==> config.mk <==
export PLATFORM = sky130hd
export DESIGN_NAME = alu_unit
export DESIGN_NICKNAME = d
export VERILOG_FILES = /design/src/alu_pkg.sv /design/src/alu_if.sv /design/src/alu_core.sv /design/src/alu_io_map.sv /design/src/alu_unit.sv
export SDC_FILE = /design/constraint.sdc
export NUM_CORES = 2
export LEC_CHECK = 0
export ABC_AREA = 1
export BUFFER_PORTS_ARGS = -buffer_cell sky130_fd_sc_hd__buf_2
export CORE_MARGIN = 5
export CORE_UTILIZATION = 37
export DETAILED_ROUTE_END_ITERATION = 12
export PLACE_DENSITY = 0.5
export SYNTH_ARGS = -nofsm -noshare
export SYNTH_HDL_FRONTEND = slang
export SYNTH_SLANG_ARGS = --single-unit
==> constraint.sdc <==
create_clock -name clk -period 5.8 [get_ports clk]
set_input_delay 0.58 -clock clk [delete_from_list [all_inputs] [get_ports clk]]
set_output_delay 0.58 -clock clk [all_outputs]
set_load 0.02 [all_outputs]
==> src/alu_pkg.sv <==
// package: constants, opcodes and flag positions for the arithmetic and io access unit
package alu_pkg;
	localparam int DW = 8;
	// status flag positions
	localparam int FLAG_C = 0;
	localparam int FLAG_Z = 1;
	localparam int FLAG_N = 2;
	localparam int FLAG_V = 3;
	localparam int FLAG_S = 4;
	localparam int FLAG_H = 5;
	localparam logic [5:0] FLAGS_RESET = 6'h00;
	// io space
	localparam logic [5:0] IO_LAST = 6'h3f;
	localparam logic [5:0] IO_BIT_LAST = 6'h1f;
	localparam logic [7:0] IO_DATA_OFFSET = 8'h20;
	localparam int WORD_CYCLES = 2;
	localparam int BYTE_CYCLES = 1;

	typedef enum logic [3:0] {
		OP_NONE,
		OP_ADD,
		OP_ADD_CARRY,
		OP_WORD_ADD_IMMEDIATE,
		OP_SUB,
		OP_SUBTRACT_WITH_CARRY,
		OP_WORD_SUBTRACT_IMMEDIATE,
		OP_AND,
		OP_OR
	} alu_op_t;

	typedef enum logic [3:0] {
		IO_NONE,
		IO_IN,
		IO_OUT,
		IO_BIT_SET,
		IO_BIT_CLEAR,
		IO_SKIP_IF_SET,
		IO_SKIP_IF_CLEAR,
		IO_DATA_SPACE_LOAD,
		IO_DATA_SPACE_STORE
	} alu_io_op_t;
endpackage

==> src/alu_if.sv <==
// interface: bundle between the top and its arithmetic core
`timescale 1ns/1ps
`default_nettype none
interface alu_if;
	alu_pkg::alu_op_t opcode;
	logic [7:0]       opA;
	logic [7:0]       opB;
	logic             carryIn;
	logic [7:0]       result;
	logic [5:0]       flagsSet;
	logic [5:0]       flagsMask;
	logic             carryOut;
	modport core (input opcode, opA, opB, carryIn, output result, flagsSet, flagsMask, carryOut);
	modport user (output opcode, opA, opB, carryIn, input result, flagsSet, flagsMask, carryOut);
endinterface
`default_nettype wire

==> src/alu_core.sv <==
// module: combinational byte arithmetic and logic with flag production
`timescale 1ns/1ps
`default_nettype none
module alu_core (
	alu_if.core bus
);
	logic [8:0] sum;
	logic [4:0] half;
	logic       isSub;
	logic       useC;
	logic [7:0] r;
	always_comb begin
		isSub = 1'b0;
		useC = 1'b0;
		sum = 9'h000;
		half = 5'h00;
		r = 8'h00;
		bus.flagsMask = 6'h00;
		case (bus.opcode)
			alu_pkg::OP_ADD, alu_pkg::OP_ADD_CARRY, alu_pkg::OP_WORD_ADD_IMMEDIATE: begin
				useC = (bus.opcode != alu_pkg::OP_ADD);
				sum = {1'b0, bus.opA} + {1'b0, bus.opB} + {8'h00, useC & bus.carryIn};
				half = {1'b0, bus.opA[3:0]} + {1'b0, bus.opB[3:0]} + {4'h0, useC & bus.carryIn};
				r = sum[7:0];
				bus.flagsMask = 6'h2f;
			end
			alu_pkg::OP_SUB, alu_pkg::OP_SUBTRACT_WITH_CARRY,
			alu_pkg::OP_WORD_SUBTRACT_IMMEDIATE: begin
				isSub = 1'b1;
				useC = (bus.opcode != alu_pkg::OP_SUB);
				sum = {1'b0, bus.opA} - {1'b0, bus.opB} - {8'h00, useC & bus.carryIn};
				half = {1'b0, bus.opA[3:0]} - {1'b0, bus.opB[3:0]} - {4'h0, useC & bus.carryIn};
				r = sum[7:0];
				bus.flagsMask = 6'h2f;
			end
			alu_pkg::OP_AND: begin
				r = bus.opA & bus.opB;
				bus.flagsMask = 6'h0e;
			end
			alu_pkg::OP_OR: begin
				r = bus.opA | bus.opB;
				bus.flagsMask = 6'h0e;
			end
			default: begin
				r = 8'h00;
			end
		endcase
		bus.result = r;
		bus.carryOut = sum[8];
		bus.flagsSet = 6'h00;
		bus.flagsSet[alu_pkg::FLAG_C] = sum[8];
		bus.flagsSet[alu_pkg::FLAG_Z] = (r == 8'h00);
		bus.flagsSet[alu_pkg::FLAG_N] = r[7];
		if (isSub) begin
			bus.flagsSet[alu_pkg::FLAG_V] = (bus.opA[7] ^ bus.opB[7]) & (bus.opA[7] ^ r[7]);
		end else if (bus.flagsMask[alu_pkg::FLAG_C]) begin
			bus.flagsSet[alu_pkg::FLAG_V] = ~(bus.opA[7] ^ bus.opB[7]) & (bus.opA[7] ^ r[7]);
		end
		bus.flagsSet[alu_pkg::FLAG_S] = r[7] ^ bus.flagsSet[alu_pkg::FLAG_V];
		bus.flagsSet[alu_pkg::FLAG_H] = half[4];
	end
endmodule
`default_nettype wire

==> src/alu_io_map.sv <==
// module: io address decode for direct, bit and data space access
`timescale 1ns/1ps
`default_nettype none
module alu_io_map (
	input  wire alu_pkg::alu_io_op_t ioOp,
	input  wire logic [7:0]          ioAddr,
	output logic [5:0]               ioIndex,
	output logic                     ioLegal
);
	always_comb begin
		ioIndex = ioAddr[5:0];
		ioLegal = 1'b0;
		case (ioOp)
			alu_pkg::IO_IN, alu_pkg::IO_OUT: begin
				ioLegal = (ioAddr <= {2'b00, alu_pkg::IO_LAST});
			end
			alu_pkg::IO_BIT_SET, alu_pkg::IO_BIT_CLEAR,
			alu_pkg::IO_SKIP_IF_SET, alu_pkg::IO_SKIP_IF_CLEAR: begin
				ioLegal = (ioAddr <= {2'b00, alu_pkg::IO_BIT_LAST});
			end
			alu_pkg::IO_DATA_SPACE_LOAD, alu_pkg::IO_DATA_SPACE_STORE: begin
				ioIndex = 6'(ioAddr - alu_pkg::IO_DATA_OFFSET);
				ioLegal = (ioAddr >= alu_pkg::IO_DATA_OFFSET)
					&& (ioAddr <= (alu_pkg::IO_DATA_OFFSET + {2'b00, alu_pkg::IO_LAST}));
			end
			default: begin
				ioLegal = 1'b0;
			end
		endcase
	end
endmodule
`default_nettype wire

==> src/alu_unit.sv <==
// top: arithmetic/logic execution and io register access of an 8-bit core
// Contract
// - add registers, optional carry, five flags, one cycle
// - word add immediate to pair, two cycles
// - subtract register or constant, one cycle
// - register subtract with carry, one cycle
// - constant subtract with carry, one cycle
// - word subtract immediate from pair, two cycles
// - and with register or constant, Z N V
// - or with register or constant, Z N V
// - bit set/clear/skip only at io 0x00-0x1f
// - some flags cleared by writing one
// - bit set/clear touches only addressed bit
// - direct io uses offsets 0x00-0x3f
// - data space io address is offset plus 0x20
`timescale 1ns/1ps
`default_nettype none
module alu_unit #(
	parameter int IO_REGS = 64
) (
	input  wire logic                clk,
	input  wire logic                srst,
	input  wire logic                opValid,
	input  wire alu_pkg::alu_op_t    opCode,
	input  wire logic [7:0]          opDest,
	input  wire logic [7:0]          opSrc,
	input  wire logic [7:0]          opDestHigh,
	input  wire logic                ioValid,
	input  wire alu_pkg::alu_io_op_t ioOp,
	input  wire logic [7:0]          ioAddr,
	input  wire logic [2:0]          ioBit,
	input  wire logic [7:0]          ioWrData,
	input  wire logic [7:0]          ioW1cMask,
	input  wire logic [7:0]          ioHwSet,
	input  wire logic [5:0]          ioHwSetIndex,
	output logic                     busy,
	output logic                     resValid,
	output logic [7:0]               resLow,
	output logic [7:0]               resHigh,
	output logic                     resWord,
	output logic [5:0]               flags,
	output logic [7:0]               ioRdData,
	output logic                     ioSkip,
	output logic                     ioError
);
	typedef struct packed {
		logic                busy;
		logic                resValid;
		logic [7:0]          resLow;
		logic [7:0]          resHigh;
		logic                resWord;
		logic [5:0]          flags;
		logic [7:0]          ioRdData;
		logic                ioSkip;
		logic                ioError;
		logic [7:0]          wordHigh;
		logic                wordSub;
		logic                wordCarry;
		logic [7:0]          wordLow;
		logic [7:0]          wordLowSrc;
		logic [7:0]          wordImm;
	} alu_state_t;

	alu_state_t st_reg;
	alu_state_t st_next;
	logic [7:0] ioMem_reg [IO_REGS];
	alu_if      coreBus ();
	logic [5:0] ioIndex;
	logic       ioLegal;
	logic       ioWrite;
	logic [7:0] ioNewVal;
	logic [7:0] ioCur;
	logic [8:0] highSum;
	logic [7:0] highRes;

	////////////////////////////////////////////////////////////////
	alu_core u_core (
		.bus (coreBus)
	);

	alu_io_map u_map (
		.ioOp    (ioOp),
		.ioAddr  (ioAddr),
		.ioIndex (ioIndex),
		.ioLegal (ioLegal)
	);

	////////////////////////////////////////////////////////////////
	always_comb begin
		coreBus.opcode = opValid && !st_reg.busy ? opCode : alu_pkg::OP_NONE;
		coreBus.opA = opDest;
		coreBus.opB = opSrc;
		coreBus.carryIn = st_reg.flags[alu_pkg::FLAG_C];
		// word ops second cycle: high byte with carry/borrow from low
		if (st_reg.wordSub) begin
			highSum = {1'b0, st_reg.wordHigh} - {8'h00, st_reg.wordCarry};
		end else begin
			highSum = {1'b0, st_reg.wordHigh} + {8'h00, st_reg.wordCarry};
		end
		highRes = highSum[7:0];
	end

	always_comb begin
		ioCur = ioMem_reg[ioIndex];
		ioWrite = 1'b0;
		ioNewVal = ioCur;
		if (ioValid && ioLegal) begin
			case (ioOp)
				alu_pkg::IO_OUT, alu_pkg::IO_DATA_SPACE_STORE: begin
					ioWrite = 1'b1;
					// flagged bits clear on one, keep on zero
					ioNewVal = (ioWrData & ~ioW1cMask) | (ioCur & ioW1cMask & ~ioWrData);
				end
				alu_pkg::IO_BIT_SET: begin
					ioWrite = 1'b1;
					ioNewVal = ioCur | (8'h01 << ioBit);
				end
				alu_pkg::IO_BIT_CLEAR: begin
					ioWrite = 1'b1;
					ioNewVal = ioCur & ~(8'h01 << ioBit);
				end
				default: begin
					ioWrite = 1'b0;
				end
			endcase
		end
	end

	////////////////////////////////////////////////////////////////
	always_comb begin
		st_next = st_reg;
		st_next.resValid = 1'b0;
		st_next.ioSkip = 1'b0;
		st_next.ioError = 1'b0;
		st_next.resWord = 1'b0;
		if (st_reg.busy) begin
			// second cycle of the word operation
			st_next.busy = 1'b0;
			st_next.resValid = 1'b1;
			st_next.resWord = 1'b1;
			st_next.resLow = st_reg.wordLow;
			st_next.resHigh = highRes;
			st_next.flags[alu_pkg::FLAG_Z] = ({highRes, st_reg.wordLow} == 16'h0000);
			st_next.flags[alu_pkg::FLAG_N] = highRes[7];
			st_next.flags[alu_pkg::FLAG_C] = st_reg.wordSub ? (highRes[7] & ~st_reg.wordHigh[7])
				: (~highRes[7] & st_reg.wordHigh[7]);
			st_next.flags[alu_pkg::FLAG_V] = st_reg.wordSub ? (st_reg.wordHigh[7] & ~highRes[7])
				: (~st_reg.wordHigh[7] & highRes[7]);
			st_next.flags[alu_pkg::FLAG_S] = highRes[7]
				^ (st_reg.wordSub ? (st_reg.wordHigh[7] & ~highRes[7])
				: (~st_reg.wordHigh[7] & highRes[7]));
		end else if (opValid) begin
			case (opCode)
				alu_pkg::OP_WORD_ADD_IMMEDIATE, alu_pkg::OP_WORD_SUBTRACT_IMMEDIATE: begin
					st_next.busy = 1'b1;
					st_next.wordSub = (opCode == alu_pkg::OP_WORD_SUBTRACT_IMMEDIATE);
					st_next.wordHigh = opDestHigh;
					st_next.wordLow = opCode == alu_pkg::OP_WORD_ADD_IMMEDIATE
						? 8'(opDest + opSrc) : 8'(opDest - opSrc);
					st_next.wordCarry = opCode == alu_pkg::OP_WORD_ADD_IMMEDIATE
						? ({1'b0, opDest} + {1'b0, opSrc}) > 9'h0ff : (opSrc > opDest);
				end
				alu_pkg::OP_NONE: begin
					st_next.resValid = 1'b0;
				end
				default: begin
					st_next.resValid = 1'b1;
					st_next.resLow = coreBus.result;
					// only listed flags change, rest held
					st_next.flags = (st_reg.flags & ~coreBus.flagsMask)
						| (coreBus.flagsSet & coreBus.flagsMask);
				end
			endcase
		end
		if (ioValid) begin
			st_next.ioError = !ioLegal;
			st_next.ioRdData = ioCur;
			if (ioLegal && ioOp == alu_pkg::IO_SKIP_IF_SET) begin
				st_next.ioSkip = ioCur[ioBit];
			end else if (ioLegal && ioOp == alu_pkg::IO_SKIP_IF_CLEAR) begin
				st_next.ioSkip = !ioCur[ioBit];
			end
		end
		if (srst) begin
			st_next = '0;
			st_next.flags = alu_pkg::FLAGS_RESET;
		end
	end

	always_ff @(posedge clk) begin
		st_reg <= st_next;
	end

	always_ff @(posedge clk) begin
		for (int i = 0; i < IO_REGS; i++) begin
			if (srst) begin
				ioMem_reg[i] <= 8'h00;
			end else if (ioWrite && ioIndex == 6'(i)) begin
				ioMem_reg[i] <= ioNewVal | ((ioHwSetIndex == 6'(i)) ? ioHwSet : 8'h00);
			end else if (ioHwSetIndex == 6'(i)) begin
				ioMem_reg[i] <= ioMem_reg[i] | ioHwSet; // hardware set wins over clear
			end
		end
	end

	assign busy = st_reg.busy;
	assign resValid = st_reg.resValid;
	assign resLow = st_reg.resLow;
	assign resHigh = st_reg.resHigh;
	assign resWord = st_reg.resWord;
	assign flags = st_reg.flags;
	assign ioRdData = st_reg.ioRdData;
	assign ioSkip = st_reg.ioSkip;
	assign ioError = st_reg.ioError;
endmodule
`default_nettype wire

==> summary.txt <==
Status
  • Outcome: finished, final reports clean

Power and ir drop
  • Maximum vdd drop: 186 µV
  • Power share of the clock group: 41.0%
  • Power share of the combinational group: 16.9%
  • Tot Pwr: 11100 µW
  • Pwr Density: 270 mW/mm²
  • Psw: 3440 µW
  • Switching Share: 31.0%
  • Reg power frac: 42.2%
  • Cell internal pwr: 7680 µW
  • Leak: 0.0187 µW

Timing
  • Hold Violations, Final: 0
  • Slew margin rel.: 14.4%
  • F_max: 244 MHz
  • RSZ-0062 raised after global routing: no
  • Worst hold slack: 0.169 ns
  • Max-slew violation count: 0
  • Setup Skew: 0.0278 ns
  • Period Utilization, post-route: 70.6%
  • Post-Route Setup TNS: 0 ns
  • Final worst path period need: 4.10 ns
  • Setup-failing EPs final: 0
  • Actual slew at the worst max-slew pin: 1.27 ns

Cells and area
  • Area Overhead vs Synth: 10.4%
  • Filler cell count: 10500
  • Max reg flops: 512
  • Final nets: 5352
  • Share of layout cells above drive strength 1: 6.43%
  • Post-route cell area: 0.0411 mm²

GRT
  • Pin count of the biggest net entering global routing: 69
  • Initial antenna violation count: 10
  • Global-route wire length before repair: 251000 µm
  • Remaining Overflow, GRT: 0
  • Global-route usage over all layers: 31.1%
  • Vias in the first global route: 36600

Routing
  • Post-Route WL: 174000 µm
  • Detail Route Antenna Nets: 0
  • DR iter-0 viols: 6108
  • Vias: 39100
  • Pre-antenna DRT Iters: 6
  • Wire length on met3: 23100 µm
  • Metal1 wirelength: 70100 µm
  • DRC Markers: 0
  • Routed wl met2: 72100 µm
  • Via density: 5.95
  • Max layer used: met5
  • DR WL/cell: 26.4 µm

Worst setup path
  • CP max FO: 64
  • RR Startpoint: busy
  • Crit path launch: ioOp[0]
  • Worst setup EP type: register
  • Crit path required time: 6.18 ns
  • Crit path launch type: input port
  • Critical path class: in2reg
  • Data arrival, critical path: 4.48 ns

Synthesis
  • Ys Warns: 0
  • Largest cells by area after synthesis: edfxtp_1 41%, nand2_1 23%, o21ai_0 14%, nand3_1 2.9%, dfxtp_1 2.8%
  • Unique masters post-synth: 46
  • Synth async-reset ratio: 0%
  • Synth top area share: 41.3%
  • Synthesized area: 0.0372 mm²
  • Post-synth top area cell: edfxtp_1
  • Synth Flop Type: edfxtp_1
  • Sequential area share after synthesis: 44.1%
  • Syn avg cell area: 7.06 µm²
  • Gate Count Post-Synth: 5276
  • Post-synth EDFFs: 512
  • Synthesized flop and latch total: 565
  • Net Count, Synth: 5406

CTS
  • Clock sinks: 565
  • TritonCTS Buffers: 72
  • Worst-path clk slew: 0.06 ns
  • Htree depth: 3
  • Clk Latency, worst-skew pair: 0.64 ns
  • Clock Path Buffers: 3
  • Hold-fix buffers, CTS: 0
  • Clock root buffer: clkbuf_16
  • PostCTS Resize Cnt: 0
  • CTS tree: yes
  • Postcts setup bufs: 0

Floorplan
  • Initial Util: 37.2%
  • Core area: 0.100 mm²
  • Std cell rows: 116
  • Die height: 327 µm
  • Die area: 0.107 mm²
  • Die W: 327 µm
  • Ports: 112

Flow run
  • Max-capacitance violation count: 0

Hold path
  • Hold WC Path Type: in2reg
  • Hold Path Origin: opDestHigh[3]

Place
  • RePlAce Congestion: 0.944
  • DP Area: 0.0389 mm²
  • Hpwl dp: 107000 µm
  • IO buf count: 111
==> worst max-delay path, stage by stage <==
cell     delay [ns]
buf_2          0.13
nor2_1         0.14
nand3_1        0.15
nand3_1        0.11
nand2_1        0.19
nand2_1        0.67
inv_1          0.47
o21ai_0        0.18
nand2_1        0.07
nor2_1         0.62
nor2_1         0.16
a21oi_4        0.18
buf_12         0.42
o21ai_0        0.18
nand2_1        0.11
nand2_1        0.05
==> stage by stage <==
stage / utilization (%) / setup slack [ns] / cells
6_report: 41.1 / 1.70 / 6574
5_1_grt: 41.1 / 1.53 / 6573
4_1_cts: 41.1 / 2.00 / 6572
3_5_place_dp: 38.9 / 1.33 / 6445
3_3_place_gp: 38.9 / 1.38 / 6445
2_1_floorplan: - / 2.95 / 5276
==> power groups by stage <==
stage	clock network (µW)	registers (µW)	logic, µW
after floorplan	0	4730	1030
after global placement	0	4770	1790
after detailed placement	0	4760	1790
after CTS	4590	4680	1800
after global routing	4770	4700	1970
final	4560	4690	1870
==> logic make-up (layout without fill, tap and decap cells) <==
| logic type | count (synthesis) | after routing | synth area share [%] |
|---|---|---|---|
| fa+ha+maj | 53 | 53 | 1.90 |
| xor+xnor | 12 | 12 | 0.282 |
| compound gates | 1224 | 1224 | 17.0 |
| buf+inv | 502 | 501 | 5.71 |
| simple gates | 2920 | 2920 | 31.0 |
| flops | 565 | 565 | 44.1 |
| other cells | 0 | 1 | 0 |
==> cell usage after synthesis (8+ instances only) <==
cell type,count
a21oi_1,60
a31oi_1,11
buf_1,16
buf_2,42
buf_4,35
clkbuf_1,201
clkbuf_2,30
clkinv_1,8
dfxtp_1,53
edfxtp_1,512
ha_1,47
inv_1,161
nand2_1,2296
nand3_1,218
nand3b_1,12
nand4_1,54
nor2_1,281
nor3_1,34
o211ai_1,16
o21ai_0,1052
o21ai_1,61
xor2_1,10
==> placed cells by master (no fill, tap or decap), types with 4 or more instances in the layout <==
| cell | n |
|---|---|
| buf_4 | 81 |
| nand4_1 | 54 |
| o21ai_1 | 61 |
| clkinv_2 | 10 |
| clkinv_1 | 19 |
| o211ai_1 | 16 |
| inv_1 | 157 |
| a22oi_4 | 5 |
| o21ai_0 | 1052 |
| nand2_1 | 2296 |
| buf_2 | 100 |
| fa_1 | 6 |
| or2_2 | 4 |
| inv_2 | 11 |
| buf_12 | 16 |
| nor2_1 | 278 |
| edfxtp_1 | 512 |
| a31oi_1 | 11 |
| dfxtp_1 | 53 |
| bufinv_16 | 7 |
| clkbuf_16 | 73 |
| nor3b_1 | 4 |
| xor2_1 | 10 |
| a21oi_1 | 60 |
| nand2_2 | 4 |
| nand3_1 | 218 |
| nor3_1 | 34 |
| clkbuf_1 | 17 |
| nor2_2 | 8 |
| o22ai_1 | 4 |
| nand3b_1 | 12 |
| ha_1 | 47 |
==> path summary, 6_finish.rpt <==
path / slack [ns] / to / cells after the start
setup / recovery: 1.70 / ioMem_reg[62][7] / 16
hold / removal: 0.17 / st_reg[29] / 3
setup reg to reg: 2.26 / register / 19
hold reg to reg: 0.46 / st_reg[26] / 2
==> layer usage <==
metal / vias up / GRT usage (%)
met1: 18500 / 43.7
met3: 461 / 8.07
met4: 6 / 13.0
met2: 2621 / 45.6
met5: - / 0
li1: 17600 / -
==> cell type report <==
type / instances / area, µm² / share of cell area [%]
flip-flops and latches: 565 / 16400 / 40.0
multi-input cells: 4209 / 18700 / 45.5
clock buffers: 94 / 1930 / 4.70
clock inverters: 33 / 325 / 0.791
repair buffers: 199 / 1450 / 3.51
inverters: 175 / 667 / 1.62
diodes: 1 / 2.50 / 0.00608
well taps: 1298 / 1620 / 3.95
(Power assumes the default switching activity.)
